[config.mk]
export PLATFORM = sky130hd
export DESIGN_NAME = igds_top
export DESIGN_NICKNAME = d
export VERILOG_FILES = /design/src/pkg/igds_pkg.sv /design/src/core/igds_link_rx.sv /design/src/core/igds_top.sv
export SDC_FILE = /design/constraint.sdc
export NUM_CORES = 1
export LEC_CHECK = 0
export ABC_AREA = 1
export BUFFER_PORTS_ARGS = -buffer_cell sky130_fd_sc_hd__buf_4
export CORE_ASPECT_RATIO = 2
export CORE_MARGIN = 4
export CORE_UTILIZATION = 62
export CTS_CLUSTER_SIZE = 30
export DETAILED_ROUTE_END_ITERATION = 10
export HOLD_SLACK_MARGIN = 0.12
export PLACE_DENSITY_LB_ADDON = 0.12
export RECOVER_POWER = 100
export SLEW_MARGIN = 30
export SYNTH_ARGS = -nofsm -noshare
export SYNTH_HDL_FRONTEND = slang
export SYNTH_SLANG_ARGS = --single-unit
export TNS_END_PERCENT = 10
[constraint.sdc]
create_clock -name i_ref_clk -period 7.45 [get_ports i_ref_clk]
set_clock_uncertainty 0.1 [all_clocks]
set_input_delay 0.3725 -clock i_ref_clk [delete_from_list [all_inputs] [get_ports i_ref_clk]]
set_output_delay 0.3725 -clock i_ref_clk [all_outputs]
set_load 0.05 [all_outputs]
[src/pkg/igds_pkg.sv]
// Shared constants and types of the isolated gate drive sequencer
package igds_pkg;

  // Timing clock
  localparam int unsigned CLK_PERIOD_NS = 100;

  // Extended-off threshold: least time, rounded up
  localparam int unsigned EXT_OFF_NS    = 32000;
  localparam int unsigned EXT_OFF_CYC   = (EXT_OFF_NS + CLK_PERIOD_NS - 1) / CLK_PERIOD_NS;

  // Pre-discharge duration: least time, rounded up, at least one cycle
  localparam int unsigned PREDIS_NS     = 20;
  localparam int unsigned PREDIS_CYC    = (PREDIS_NS + CLK_PERIOD_NS - 1) / CLK_PERIOD_NS;

  // Negative-off duration scale: tenths of pF, and ps per clock
  localparam int unsigned NEG_CAP_DPF   = 108;
  localparam int unsigned CLK_PERIOD_PS = CLK_PERIOD_NS * 1000;

  // Pulse repetition across the isolation transformer link
  localparam int unsigned TX_FAST_NS    = 1000;
  localparam int unsigned TX_SLOW_NS    = 4000;
  localparam int unsigned RX_FAST_WIN_NS = 2000;
  localparam int unsigned RX_WDOG_NS    = 10000;
  localparam int unsigned TX_FAST_CYC   = TX_FAST_NS / CLK_PERIOD_NS;
  localparam int unsigned TX_SLOW_CYC   = TX_SLOW_NS / CLK_PERIOD_NS;
  localparam int unsigned RX_FAST_WIN_CYC = RX_FAST_WIN_NS / CLK_PERIOD_NS;
  localparam int unsigned RX_WDOG_CYC   = RX_WDOG_NS / CLK_PERIOD_NS;

  // Supply lockout levels in mV
  localparam int unsigned VIN_ASSERT_MV  = 2850;
  localparam int unsigned VIN_HYST_MV    = 150;
  localparam int unsigned GATE_ON_MV     = 4500;
  localparam int unsigned SRC_ON_MV      = 5500;
  localparam int unsigned OUT_HYST_MV    = 300;

  // Widths
  localparam int unsigned VOLT_W = 16;
  localparam int unsigned RES_W  = 16;
  localparam int unsigned TMR_W  = 16;

  // Bridge switch word, closed = 1
  typedef struct packed {
    logic first_bridge_switch;
    logic second_bridge_switch;
    logic third_bridge_switch;
    logic fourth_bridge_switch;
  } igds_sw_t;

  // One transformer pulse: strobe and carried command state
  typedef struct packed {
    logic valid;
    logic on;
  } igds_pulse_t;

  // Switch patterns per phase
  localparam igds_sw_t SW_ON      = 4'h6;
  localparam igds_sw_t SW_OFF     = 4'hA;
  localparam igds_sw_t SW_EXT_OFF = 4'h9;
  localparam igds_sw_t SW_OPEN    = 4'h0;

  typedef enum logic [2:0] {
    ST_EXT_OFF,
    ST_PREDIS,
    ST_ON,
    ST_OFF_NEG,
    ST_OFF_ZERO
  } igds_state_t;

endpackage : igds_pkg

[src/core/igds_link_rx.sv]
// Output-side receiver of the isolation transformer link with watchdog
`timescale 1ns/1ps
`default_nettype none
module igds_link_rx #(
  parameter int unsigned FAST_WIN_CYC = igds_pkg::RX_FAST_WIN_CYC,
  parameter int unsigned WDOG_CYC     = igds_pkg::RX_WDOG_CYC
) (
  // Clock and reset
  input  wire logic                i_ref_clk,
  input  wire logic                i_rst,
  // Pulses from the transmitter
  input  wire igds_pkg::igds_pulse_t i_pulse,
  // Decoded link state
  output logic                     o_cmd_on,
  output logic                     o_ext_off,
  output logic                     o_link_fail
);

  logic [igds_pkg::TMR_W-1:0] gap_r;
  logic                       on_r;
  logic                       ext_r;
  logic                       fail_r;

  // Gap decode against the two windows
  wire slow_gap = (gap_r >= igds_pkg::TMR_W'(FAST_WIN_CYC));
  wire wdog_hit = (gap_r >= igds_pkg::TMR_W'(WDOG_CYC));

  // Gap counter restarts on every pulse, saturates at the watchdog limit
  always_ff @(posedge i_ref_clk) begin
    if (i_rst) begin
      gap_r <= '0;
    end else if (i_pulse.valid) begin
      gap_r <= '0;
    end else if (!wdog_hit) begin
      gap_r <= gap_r + 1'b1;
    end
  end

  // Command, extended-off and watchdog flags
  always_ff @(posedge i_ref_clk) begin
    if (i_rst) begin
      on_r   <= 1'b0;
      ext_r  <= 1'b1;
      fail_r <= 1'b1;
    end else if (i_pulse.valid) begin
      on_r   <= i_pulse.on;
      ext_r  <= ext_r & ~i_pulse.on & ~fail_r;   // Slow-rate off latches until an on pulse [RL8]
      fail_r <= 1'b0;                             // Any pulse recovers the link [RL6]
      if (!i_pulse.on && slow_gap) begin
        ext_r <= 1'b1;                            // Reduced repetition rate seen [RL8]
      end
    end else if (wdog_hit) begin
      on_r   <= 1'b0;                             // Pulses lost: safe off [RL6]
      ext_r  <= 1'b1;
      fail_r <= 1'b1;
    end
  end

  assign o_cmd_on    = on_r;
  assign o_ext_off   = ext_r;
  assign o_link_fail = fail_r;

endmodule : igds_link_rx
`default_nettype wire

[src/core/igds_top.sv]
// Isolated gate drive sequencer: transmitter, lockouts and output switch sequencing
//
// Functional notes
// [RL1] Output switches only change while input and output supplies are above lockout; input lockout forces extended off, a locked stage opens its switches.
// [RL2] Gate stage releases at 4.5 V, source stage at 5.5 V, 0.3 V hysteresis each.
// [RL3] Input lockout asserts below 2.85 V, releases 0.15 V higher.
// [RL4] Input lockout forces gate output low and source output high.
// [RL5] Transmitter repeats the present command as a continuous pulse train.
// [RL6] Receiver watchdog expires on missing pulses, recovers, and forces safe off.
// [RL7] After 32 us of off command the pulse rate is reduced.
// [RL8] Reduced rate opens third switch and closes fourth switch.
// [RL9] Negative-off duration equals timing resistance times 10.8 pF from each off start.
// [RL10] System keeps this duration between dead time and minimum off period.
// [RL11] Normal turn-on opens first switch and closes second switch.
// [RL12] Turn-on after extended off first closes third switch for about 20 ns; the sequencer holds it for PREDIS_CYC, one 100 ns clock.
// [RL13] All intervals are counted on the internal timing clock.
// [RL14] Turn-on before extended off skips the pre-discharge step.
`timescale 1ns/1ps
`default_nettype none
module igds_top #(
  parameter int unsigned EXT_OFF_CYC  = igds_pkg::EXT_OFF_CYC,
  parameter int unsigned TX_FAST_CYC  = igds_pkg::TX_FAST_CYC,
  parameter int unsigned TX_SLOW_CYC  = igds_pkg::TX_SLOW_CYC,
  parameter int unsigned PREDIS_CYC   = igds_pkg::PREDIS_CYC
) (
  // Clock and reset
  input  wire logic                          i_ref_clk,
  input  wire logic                          i_rst,
  // Command pin from the controller
  input  wire logic                          i_pwm,
  // Supply monitor codes in mV
  input  wire logic [igds_pkg::VOLT_W-1:0]   i_input_side_supply_mv,
  input  wire logic [igds_pkg::VOLT_W-1:0]   i_output_side_supply_mv,
  // Measured negative time resistor in ohm
  input  wire logic [igds_pkg::RES_W-1:0]    i_negative_time_resistor_ohm,
  // Bridge switches and pins
  output igds_pkg::igds_sw_t                 o_switch,
  output logic                               o_gate_side_output,
  output logic                               o_source_side_output,
  // Status
  output logic                               o_input_supply_lockout,
  output logic                               o_gate_supply_lockout,
  output logic                               o_source_supply_lockout,
  output logic                               o_negative_off_phase,
  output logic                               o_extended_off,
  output logic                               o_link_fail
);

  // Hysteresis comparator: asserted below assert level, released at release level
  function automatic logic lockout_next(input logic cur, input logic [igds_pkg::VOLT_W-1:0] mv,
                                        input int unsigned release_mv, input int unsigned assert_mv);
    logic res;
    res = cur;
    if (cur && (32'(mv) >= release_mv)) begin
      res = 1'b0;
    end else if (!cur && (32'(mv) < assert_mv)) begin
      res = 1'b1;
    end
    return res;
  endfunction : lockout_next

  // Negative-off cycles from resistance: ceil(R * 10.8 pF / period), at least one
  function automatic logic [igds_pkg::TMR_W-1:0] neg_cycles(input logic [igds_pkg::RES_W-1:0] ohm);
    logic [31:0] ps_x10;
    logic [31:0] cyc;
    ps_x10 = 32'(ohm) * igds_pkg::NEG_CAP_DPF;
    cyc    = (ps_x10 + 32'(igds_pkg::CLK_PERIOD_PS * 10) - 32'd1) / 32'(igds_pkg::CLK_PERIOD_PS * 10);
    if (cyc == 32'd0) begin
      cyc = 32'd1;
    end
    return cyc[igds_pkg::TMR_W-1:0];
  endfunction : neg_cycles

  // Pin synchroniser, first stage read only by the second
  logic pwm_meta_r;
  logic pwm_sync_r;

  always_ff @(posedge i_ref_clk) begin
    if (i_rst) begin
      pwm_meta_r <= 1'b0;
      pwm_sync_r <= 1'b0;
    end else begin
      pwm_meta_r <= i_pwm;
      pwm_sync_r <= pwm_meta_r;
    end
  end

  // Supply lockouts, all asserted out of reset
  logic vin_lock_r;
  logic gate_lock_r;
  logic src_lock_r;
  wire  vin_lock_nxt  = lockout_next(vin_lock_r, i_input_side_supply_mv,
                                     igds_pkg::VIN_ASSERT_MV + igds_pkg::VIN_HYST_MV,
                                     igds_pkg::VIN_ASSERT_MV);                        // [RL3]
  wire  gate_lock_nxt = lockout_next(gate_lock_r, i_output_side_supply_mv, igds_pkg::GATE_ON_MV,
                                     igds_pkg::GATE_ON_MV - igds_pkg::OUT_HYST_MV);   // [RL2]
  wire  src_lock_nxt  = lockout_next(src_lock_r, i_output_side_supply_mv, igds_pkg::SRC_ON_MV,
                                     igds_pkg::SRC_ON_MV - igds_pkg::OUT_HYST_MV);    // [RL2]

  always_ff @(posedge i_ref_clk) begin
    if (i_rst) begin
      vin_lock_r  <= 1'b1;
      gate_lock_r <= 1'b1;
      src_lock_r  <= 1'b1;
    end else begin
      vin_lock_r  <= vin_lock_nxt;
      gate_lock_r <= gate_lock_nxt;
      src_lock_r  <= src_lock_nxt;
    end
  end

  // Transmitter: an input lockout sends off, already marked extended
  wire tx_cmd = pwm_sync_r & ~vin_lock_r;                               // [RL4]
  logic                       tx_cmd_r;
  logic [igds_pkg::TMR_W-1:0] off_cnt_r;
  logic [igds_pkg::TMR_W-1:0] rep_cnt_r;
  igds_pkg::igds_pulse_t      pulse_r;

  wire tx_ext    = (off_cnt_r >= igds_pkg::TMR_W'(EXT_OFF_CYC)) | vin_lock_r; // [RL7] [RL4]
  wire [igds_pkg::TMR_W-1:0] rep_per = tx_ext ? igds_pkg::TMR_W'(TX_SLOW_CYC)
                                              : igds_pkg::TMR_W'(TX_FAST_CYC);
  wire tx_edge   = (tx_cmd != tx_cmd_r);
  wire tx_fire   = tx_edge | (rep_cnt_r + 1'b1 >= rep_per);

  // Off-time counter saturates; repetition restarts on each command edge
  always_ff @(posedge i_ref_clk) begin
    if (i_rst) begin
      tx_cmd_r  <= 1'b0;
      off_cnt_r <= igds_pkg::TMR_W'(EXT_OFF_CYC);
      rep_cnt_r <= '0;
      pulse_r   <= '0;
    end else begin
      tx_cmd_r  <= tx_cmd;
      if (tx_cmd) begin
        off_cnt_r <= '0;
      end else if (!tx_ext) begin
        off_cnt_r <= off_cnt_r + 1'b1;                                  // [RL13]
      end
      rep_cnt_r <= tx_fire ? '0 : rep_cnt_r + 1'b1;
      pulse_r   <= '{valid: tx_fire, on: tx_cmd};                       // [RL5]
    end
  end

  // Output-side receiver
  logic rx_on;
  logic rx_ext;
  logic rx_fail;

  igds_link_rx u_rx (
    .i_ref_clk   (i_ref_clk),
    .i_rst       (i_rst),
    .i_pulse     (pulse_r),
    .o_cmd_on    (rx_on),
    .o_ext_off   (rx_ext),
    .o_link_fail (rx_fail)
  );

  // Output sequencer
  igds_pkg::igds_state_t      st_r;
  igds_pkg::igds_state_t      st_nxt;
  logic [igds_pkg::TMR_W-1:0] tmr_r;
  logic [igds_pkg::TMR_W-1:0] tmr_nxt;
  wire  tmr_done = (tmr_r <= igds_pkg::TMR_W'(1));
  wire  out_lock = gate_lock_r | src_lock_r;

  // Next phase; an output lockout freezes the phase, input lockout forces extended off
  always_comb begin
    st_nxt  = st_r;
    tmr_nxt = tmr_done ? tmr_r : tmr_r - 1'b1;                          // [RL13]
    if (vin_lock_r) begin
      st_nxt = igds_pkg::ST_EXT_OFF;                                    // [RL4]
    end else if (!out_lock) begin                                       // [RL1]
      unique case (st_r)
        igds_pkg::ST_ON: begin
          if (!rx_on) begin
            st_nxt  = igds_pkg::ST_OFF_NEG;
            tmr_nxt = neg_cycles(i_negative_time_resistor_ohm);         // [RL9]
          end
        end
        igds_pkg::ST_OFF_NEG, igds_pkg::ST_OFF_ZERO: begin
          if (rx_on) begin
            st_nxt = igds_pkg::ST_ON;                                   // [RL14]
          end else if (rx_ext) begin
            st_nxt = igds_pkg::ST_EXT_OFF;                              // [RL8]
          end else if (st_r == igds_pkg::ST_OFF_NEG && tmr_done) begin
            st_nxt = igds_pkg::ST_OFF_ZERO;                             // [RL9]
          end
        end
        igds_pkg::ST_EXT_OFF: begin
          if (rx_on) begin
            st_nxt  = igds_pkg::ST_PREDIS;                              // [RL12]
            tmr_nxt = igds_pkg::TMR_W'(PREDIS_CYC);
          end
        end
        igds_pkg::ST_PREDIS: begin
          if (!rx_on) begin
            st_nxt = igds_pkg::ST_EXT_OFF;
          end else if (tmr_done) begin
            st_nxt = igds_pkg::ST_ON;                                   // [RL12]
          end
        end
        default: begin
          st_nxt = igds_pkg::ST_EXT_OFF;
        end
      endcase
    end
  end

  // Switch pattern of the next phase; a locked stage holds both its switches open
  igds_pkg::igds_sw_t sw_phase;
  igds_pkg::igds_sw_t sw_nxt;
  assign sw_phase = (st_nxt == igds_pkg::ST_ON)      ? igds_pkg::SW_ON :       // [RL11]
                    (st_nxt == igds_pkg::ST_EXT_OFF) ? igds_pkg::SW_EXT_OFF :  // [RL8]
                                                       igds_pkg::SW_OFF;       // [RL12]
  assign sw_nxt   = '{first_bridge_switch:  sw_phase.first_bridge_switch  & ~gate_lock_r,  // [RL2]
                      second_bridge_switch: sw_phase.second_bridge_switch & ~gate_lock_r,
                      third_bridge_switch:  sw_phase.third_bridge_switch  & ~src_lock_r,
                      fourth_bridge_switch: sw_phase.fourth_bridge_switch & ~src_lock_r};

  // Phase, timer and registered outputs
  always_ff @(posedge i_ref_clk) begin
    if (i_rst) begin
      st_r                    <= igds_pkg::ST_EXT_OFF;
      tmr_r                   <= '0;
      o_switch                <= igds_pkg::SW_OPEN;
      o_gate_side_output      <= 1'b0;
      o_source_side_output    <= 1'b0;
      o_input_supply_lockout  <= 1'b1;
      o_gate_supply_lockout   <= 1'b1;
      o_source_supply_lockout <= 1'b1;
      o_negative_off_phase    <= 1'b0;
      o_extended_off          <= 1'b1;
      o_link_fail             <= 1'b1;
    end else begin
      st_r                    <= st_nxt;
      tmr_r                   <= tmr_nxt;
      o_switch                <= sw_nxt;
      o_gate_side_output      <= sw_nxt.second_bridge_switch;
      o_source_side_output    <= sw_nxt.fourth_bridge_switch;
      o_input_supply_lockout  <= vin_lock_r;
      o_gate_supply_lockout   <= gate_lock_r;
      o_source_supply_lockout <= src_lock_r;
      o_negative_off_phase    <= (st_nxt == igds_pkg::ST_OFF_NEG);
      o_extended_off          <= (st_nxt == igds_pkg::ST_EXT_OFF);
      o_link_fail             <= rx_fail;
    end
  end

endmodule : igds_top
`default_nettype wire

Yosys cells after proc, flatten, opt, wreduce, memory -nomap -nowiden. Cells that the tools add are included.

Divide/modulo/power cells: 1. Muxes and demuxes: 34. Add/sub/neg operators: 6. Reduce and logical (&&, ||, !) cells: 23. Bitwise gates (word level): 15. $lt $le $gt $ge: 11. Multiply operators: 1. Equal/unequal tests: 8.

Operator list (count): $mux 16 (6); $add 16x1->16 const B (3); $div 32x20->32 const B (1); $ge 16x13->1 const B (2); $logic_not 32->1 (1); $lt 16x13->1 const B (2); $pmux 16 s2 (1); $mux 3 (9); $sub 24x1->25 const B (1); $add 23x20->24 const B (1); $mul 16x5->21 const B (1); $mux 9 (2); $ge 16x12->1 const B (1); $ge 16x5->1 const B (1); $ge 16x6->1 (1); $ge 16x7->1 const B (1); $ge 16x9->1 const B (1); $le 16x1->1 const B (1); $lt 16x12->1 const B (1); $sub 16x1->16 const B (1); $eq 3x2->1 const B (4); $mux 1 (12); $pmux 3 s4 (1); $logic_and 1x1->1 (8); other kinds (14) (36).

Input port bits: 51. Word-level logic and storage cells: 125. Register bits after elaboration: 87. Output and inout bits: 12.

Logic depth before layout (Yosys ltp). Gate-level depths: netlist of the first run.

Word-level depth: 12. Depth in mapped cells: 58.

Hierarchy. A second synthesis of the first run with hierarchy kept.

Cells, all modules: 1280. Area, all modules: 8175.3 µm².

By module, submodules not included: igds_top (area an instance 7292.0 µm², cells an instance 1160, times used 1); igds_link_rx (area an instance 883.3 µm², cells an instance 120, times used 1).

Worst setup path after synthesis of the first run. Ideal clock, no wire load.

Kind: in2reg. From: input port i_negative_time_resistor_ohm[5] (netlist bit). To: register tmr_r[0] (netlist bit). Path slack: 1.437 ns. Stages on the path: 51. Arrival: 5.845 ns. Path buffers: 3. Cells stage by stage: ha_1 > fa_1 > inv_1 > fa_1 > inv_1 > ha_1 > nand2_1 > nor2_1 > and2_1 > nand2_1 > nand3_1 > nand2_1 > nand2_2 > nand2_2 > nand3_2 > nor2_4 > nand2_2 > nand2_1 > [... 15 more ...] > nand2_2 > nand3_1 > inv_2 > nand2_1 > nor2_4 > nand2_4 > nand2_4 > buf_6 > nand2_1 > xor2_1 > nand2_1 > nor2_1 > nand2_1 > nand2_1 > nand2_1 > nand2_1 > nand2_1 > a21oi_2.

Cells in the longest elaborated chain, start to end: 10.

RTL lines: from (decl) (RTL line igds_top.sv:35) `input wire logic [igds_pkg::RES_W-1:0] i_negative_time_resistor_ohm,`; $mul 16x5->21 (*) (RTL line igds_top.sv:66) `ps_x10 = 32'(ohm) * igds_pkg::NEG_CAP_DPF;`; $add 23x20->24 (*) (RTL line igds_top.sv:67) `cyc = (ps_x10 + 32'(igds_pkg::CLK_PERIOD_PS * 10) - 32'd1) / 32'(igds_pkg::CLK_PERIOD_PS * 10);`; $sub 24x1->25 (*) (RTL line igds_top.sv:67); $div 32x20->32 (*) (RTL line igds_top.sv:67); $logic_not 32->1 (RTL line igds_top.sv:68) `if (cyc == 32'd0) begin`; $mux 16 (*) (RTL line igds_top.sv:68); $mux 16 (*) (RTL line igds_top.sv:175) `if (!rx_on) begin`; $pmux 16 s2 (*) (RTL line igds_top.sv:173) `unique case (st_r)`; $mux 16 (*) (RTL line igds_top.sv:172) `end else if (!out_lock) begin`; $mux 16 (*) (RTL line igds_top.sv:170) `if (vin_lock_r) begin`; to (signal assigned) (RTL line igds_top.sv:236) `tmr_r <= tmr_nxt;`; to (decl) (RTL line igds_top.sv:161) `logic [igds_pkg::TMR_W-1:0] tmr_r;`.

Mark *: on every way between the ends. The rest lies on a longest branch, timed or not. A chain may end at the register's enable or synchronous reset.

Worst setup path after layout of the first run.
From: input port i_negative_time_resistor_ohm[4] (netlist bit). To: register tmr_r[0] (netlist bit).

The elaborated chain is that of the path after synthesis.

==> reports/metrics.yaml, run 1 <==
r2r_slack_ns: 4.44
antenna_found_initial: 0
die_h_um: 168
worst_r2r_path_depth: 14
syn_area_um2: 7990
fp-row-count: 58
n_antenna_cell: 0
drc: 0
power_switching_mw: 2.52
cts.sink_count: 87
grt_start_max_net_pins: 18
cp_slowest_cell: "fa_1"
cts_buffers: 9
dieArea_um2: 14900
drtIter0Drc: 203
yosysSeqAreaShare_pct: 21.8
busiest_layer: "met2"
comb_power_share_pct: 77.7
initial_utilization_pct: 63.2
critPathKind: "primary input to flip-flop"
total_power_mw: 4.56
max_freq_ghz: 0.148
routabilityCongestion: 0.910
ios: 63
hold_violations: 0
swShare_pct: 55.3
synthArstFlopShare_pct: 0
power_density_nw_per_um2: 514
vias: 7618
setup_tns_ns: 0
cts_hold_buf: 0
detailed_place_hpwl_mm: 15.3
grt_pass1_wl_mm: 31.1
min_period_over_period_pct: 90.8
chipWidth_um: 88.2
max_slew_margin_pct: 14.8
met2_usage_pct: 55.5
synth-seq-cells: 87
ys_types: 55
hold_depth: 2
outcome: "finished clean"
vdd_ir_drop_max_mv: 0.433
core-area_um2: 12600
viasPerCell: 5.26
postSynthAreaPerCell_um2: 6.52
wl_per_cell_um: 12.5
critical_path_required_ns: 7.62
start_kind: "primary input"
seq_power_share_pct: 12.2
cts.reportedPaths.clkPinSlew_ns: 0.06
cpMostUsedCell: "nand2_1"
placed_area_um2: 8590
p_clk_share_pct: 10.1
synth_edf_count: 0
drt_pass1_iterations: 4
critPathMaxStageDelay_ns: 0.50
drt.antenna.violating_nets: 0
clk_root_buffer_cell: "clkbuf_16"
area_growth_pct: 11.2
synth_ff_type: "dfxtp_1"
portBuffers: 59
first_global_vias: 7650
tritoncts: "built"
endpoint_kind: "flip-flop"
grt_use_total_pct: 25.7
worstPathArrival_ns: 6.93
final-instance-count-excl-fill: 1448
fin_area_um2: 8880
hold_path.class: "primary input to flip-flop"
drv_cap: 0
hold_ws_ns: 0.157
netlist_instances: 1224
fillers: 1167
cp_max_fo: 13
finalSetupViolCount: 0
grt_util_met1_pct: 20.0
ys_warn_count: 0
period_needed_ns: 6.76
clock_path_buffers: 2
totalWireLength_mm: 18.2
tightest_slew_ns: 1.26
dpl.cell_count: 1433
insertion_delay_ns: 0.34
p_leak_nw: 4.67
gr-usage-met3_pct: 1.85
internal-power_mw: 2.04
htree_levels: 3
maxSlewViolCount: 0
final_layout_size_suffix_gt1_share_pct: 12.6
nNetsFinal: 1422
overflow: 0
rsz0062_at_grt: "false"
-- path summary, 6_finish.rpt --
kind,start,endpoint
hold reg to reg,pwm_meta_r,pwm_sync_r
hold / removal,i_input_side_supply_mv[12],vin_lock_r
setup / recovery,i_negative_time_resistor_ohm[4],tmr_r[0]
setup reg to reg,rep_cnt_r[0],rep_cnt_r[4]
-- logic make-up (layout without fill, tap and decap cells) --
family | Yosys count | in the layout | share of synthesized area [%]
buffers and inverters | 247 | 312 | 12.1
and+or+nand+nor | 654 | 654 | 37.9
AOI/OAI and AO/OA | 109 | 109 | 8.49
DFF | 87 | 87 | 21.8
adders and majority gates | 77 | 77 | 14.2
xor gates and xnor gates | 49 | 49 | 5.47
other | 1 | 10 | 0.0470
-- final cells by class --
| class | count | area [um^2] | share of cell area (%) |
|---|---|---|---|
| multi-input cells | 899 | 5340 | 60.1 |
| well taps | 150 | 188 | 2.11 |
| clock buffers | 12 | 236 | 2.66 |
| repair buffers | 63 | 424 | 4.78 |
| inverters | 234 | 878 | 9.90 |
| flip-flops and latches | 87 | 1740 | 19.6 |
| clock inverters | 3 | 68.8 | 0.775 |
-- per-stage QoR --
stage	util, %	worst slack, ns
finish	70.3	0.689
global route	70.3	0.0239
CTS	70.5	0.609
detailed placement	68.0	0.279
global placement	68.0	0.397
floorplan	-	1.44
-- critical path: cells and delay by family --
family                   cells  cell delay, ns
adder cells (fa/ha/maj)      4            1.64
AO/OA/AOI/OAI                3            0.64
AND/OR/NAND/NOR             36            3.50
buffers and inverters        7            0.61
XOR/XNOR                     1            0.15
-- cell usage in the layout (no fill, tap or decap), drive strengths merged, types with 29 or more instances in the layout --
master | Yosys | layout
ha | 54 | 54
o21ai | 29 | 29
inv | 233 | 233
nor2 | 135 | 135
buf | 7 | 50
xor2 | 32 | 32
nand2 | 353 | 353
dfxtp | 87 | 87
nand3 | 100 | 100
a21oi | 42 | 42
-- what timing repair did --
item	4_1_cts	5_1_grt
setup endpoints to repair	0	1
buffers inserted	0	0
resized for setup	0	6
-- power groups by stage --
| stage | registers, mW | clock network, mW | logic [mW] |
|---|---|---|---|
| after floorplan | 0.565 | 0 | 2.95 |
| after global placement | 0.564 | 0 | 3.44 |
| after detailed placement | 0.565 | 0 | 3.52 |
| after CTS | 0.555 | 0.468 | 3.54 |
| after global routing | 0.563 | 0.486 | 4.04 |
| final | 0.556 | 0.462 | 3.55 |
-- metal layers --
| layer | part of all wire [%] | wire length, um | up-vias |
|---|---|---|---|
| li1 | - | - | 3973 |
| met3 | 1.8 | 333 | 56 |
| met5 | 0 | 0 | - |
| met2 | 62 | 11200 | 110 |
| met4 | 4.8 | 874 | 0 |
| met1 | 32 | 5770 | 3479 |
-- state kept, by name, indices dropped and copies added (netlist names), 2 cells and up --
name / count
o_switch: 2
off_cnt_r: 16
pulse_r: 2
rep_cnt_r: 16
st_r: 3
tmr_r: 16
u_rx.gap_r: 16
-- cells in the mapped netlist, drive strengths merged (2+ instances only) --
cell type / number / area (um^2)
nor3b: 6 / 45.0
inv: 233 / 875
fa: 23 / 460
dfxtp: 87 / 1740
a211oi: 3 / 22.5
o21a: 4 / 30.0
o31ai: 3 / 22.5
nand2: 353 / 1500
nand4: 22 / 150
o21bai: 3 / 22.5
buf: 7 / 65.1
xor2: 32 / 280
o21ai: 29 / 145
a221oi: 3 / 26.3
clkbuf: 6 / 22.5
nor3: 17 / 90.1
a21oi: 42 / 240
xnor2: 17 / 156
and3: 2 / 12.5
and2: 2 / 12.5
nand3: 100 / 541
a22oi: 2 / 15.0
o22ai: 2 / 12.5
ha: 54 / 676
o311ai: 3 / 26.3
a31oi: 4 / 25.0
o211ai: 4 / 30.0
nor2: 135 / 562
or2: 5 / 31.3
nand3b: 6 / 45.0
nor4: 5 / 31.3
Power figures use the tool's default switching activity.
==> run 2, diff against run 1 <==
Settings changed: RECOVER_POWER 100 to default.
==> run 2 against run 1 <==
Hold slack barely moved. Cell count is the same. Core utilization rose by 0.39 points. Global-route usage unchanged. Highest routed layer unchanged. Largest cell class unchanged. Clock-buffer cell count stayed put. Critical endpoint unchanged. Wire length up 0.15%. Combinational power about the same. Non-clock buffer count is the same. Die area is the same. Sequential share of layout area is 0.11 points lower. Flip-flop and latch count unchanged. First-iteration DRC count grew 0.49%. Largest power group unchanged.
==> reports/metrics.yaml, run 2 (same netlist as run 1, synthesis figures left out) <==
outcome: "finished clean"
power_density_nw_per_um2: 512
hold_start: "i_input_side_supply_mv[12]"
cts.sink_count: 87
drtIter0Drc: 204
first_global_vias: 7650
vias: 7611
fp-row-count: 58
cts.reportedPaths.clkPinSlew_ns: 0.06
routabilityCongestion: 0.910
crit_buf_inv: 7
nNetsFinal: 1422
tightest_slew_ns: 0.808
start_kind: "primary input"
portBuffers: 59
initial_utilization_pct: 63.2
cpMostUsedCell: "nand2_1"
period_needed_ns: 6.77
drt_pass1_iterations: 4
clock_path_buffers: 2
hold_ws_ns: 0.158
vdd_ir_drop_max_mv: 0.435
drc: 0
dieArea_um2: 14900
max_slew_margin_pct: 45.8
reg2reg_to: "rep_cnt_r[4]"
tritoncts: "built"
hold_path.class: "primary input to flip-flop"
final_util_pct: 70.7
drv_cap: 0
area_growth_pct: 11.8
grt_start_max_net_pins: 18
core-area_um2: 12600
endpoint_kind: "flip-flop"
hold_depth: 2
worst_r2r_path_depth: 14
n_antenna_cell: 0
ios: 63
rsz0062_at_grt: "false"
antenna_found_initial: 0
critPathKind: "primary input to flip-flop"
worstReg2RegStart: "rep_cnt_r[0]"
max_freq_ghz: 0.148
min_period_over_period_pct: 90.9
finalSetupViolCount: 0
detailed_place_hpwl_mm: 15.3
htree_levels: 3
overflow: 0
viasPerCell: 5.26
final_common_cell: "nand2_1"
critPathMaxStageDelay_ns: 0.50
busiest_layer: "met2"
worstPathArrival_ns: 6.95
chipWidth_um: 88.2
p_leak_nw: 4.71
clk_root_buffer_cell: "clkbuf_16"
drt.antenna.violating_nets: 0
wl_per_cell_um: 12.6
cts_setup_buffers: 0
cp_max_fo: 13
setup_tns_ns: 0
insertion_delay_ns: 0.33
cpLargestDelayFamily: "simple AND/OR/NAND/NOR gates"
grt_util_met1_pct: 20.0
met2_usage_pct: 55.5
critical_path_required_ns: 7.62
maxSlewViolCount: 0
grt_use_total_pct: 25.7
layout_common_cells: "nand2_1, inv_1, nor2_1"
cts_buffers: 9
hold_violations: 0
cp_slowest_cell: "fa_1"
gr-usage-met3_pct: 1.85
r2r_slack_ns: 4.43
final_layout_size_suffix_gt1_share_pct: 13.6
grt_pass1_wl_mm: 31.1
hold_end: "vin_lock_r"
die_h_um: 168
totalWireLength_mm: 18.2
## run 2: changes by cell type in the layout (fill, tap and decap cells not counted)
cell / previous run / this run
buf_4: 50 / 63
clkbuf_1: 16 / 3
o21ai_0: 27 / 26
o21ai_1: 2 / 3
## run 2: report_power, final
part / internal, mW / total, mW / switching, mW
Clock: 0.293 / 0.462 / 0.169
Sequential: 0.517 / 0.556 / 0.0390
Combinational: 1.23 / 3.55 / 2.31
## run 2: metrics by stage
stage	std cells	setup WS (ns)	instance area [um^2]	power (mW)
after detailed placement	1433	0.279	8590	4.09
after CTS	1448	0.609	8900	4.56
after floorplan	1233	1.44	8020	3.52
after global routing	1448	0.0239	8920	5.09
after global placement	1433	0.397	8590	4.00
final	1448	0.676	8920	4.57
## run 2: layout make-up
type | instances | area, um^2
clock buffer | 12 | 236
clock inverter | 3 | 68.8
fill | 1152 | 3700
inverter | 234 | 878
multi-input combinational | 899 | 5340
sequential | 87 | 1740
tap | 150 | 188
timing repair buffer | 63 | 473
## run 2: per-layer routing
layer	share of wire (%)	up-vias	wire, um
met4	4.9	0	893
li1	-	3974	-
met3	1.8	57	331
met2	62	111	11200
met5	0	-	0
met1	32	3469	5770
## run 2: worst max path at each step
stage,end,slack (ns),startpoint,depth (start not counted)
after CTS,tmr_r[0],0.61,i_negative_time_resistor_ohm[4],55
after global placement,tmr_r[0],0.40,i_negative_time_resistor_ohm[4],53
final,tmr_r[0],0.68,i_negative_time_resistor_ohm[4],51
after global routing,tmr_r[0],0.02,i_negative_time_resistor_ohm[1],54
after detailed placement,tmr_r[0],0.28,i_negative_time_resistor_ohm[4],55
after floorplan,tmr_r[0],1.44,i_negative_time_resistor_ohm[5],51
## run 2: what timing repair did
item / in CTS / in global routing
gates resized for setup: 0 / 6
hold buffers: 0 / 0
setup endpoints to repair: 0 / 1
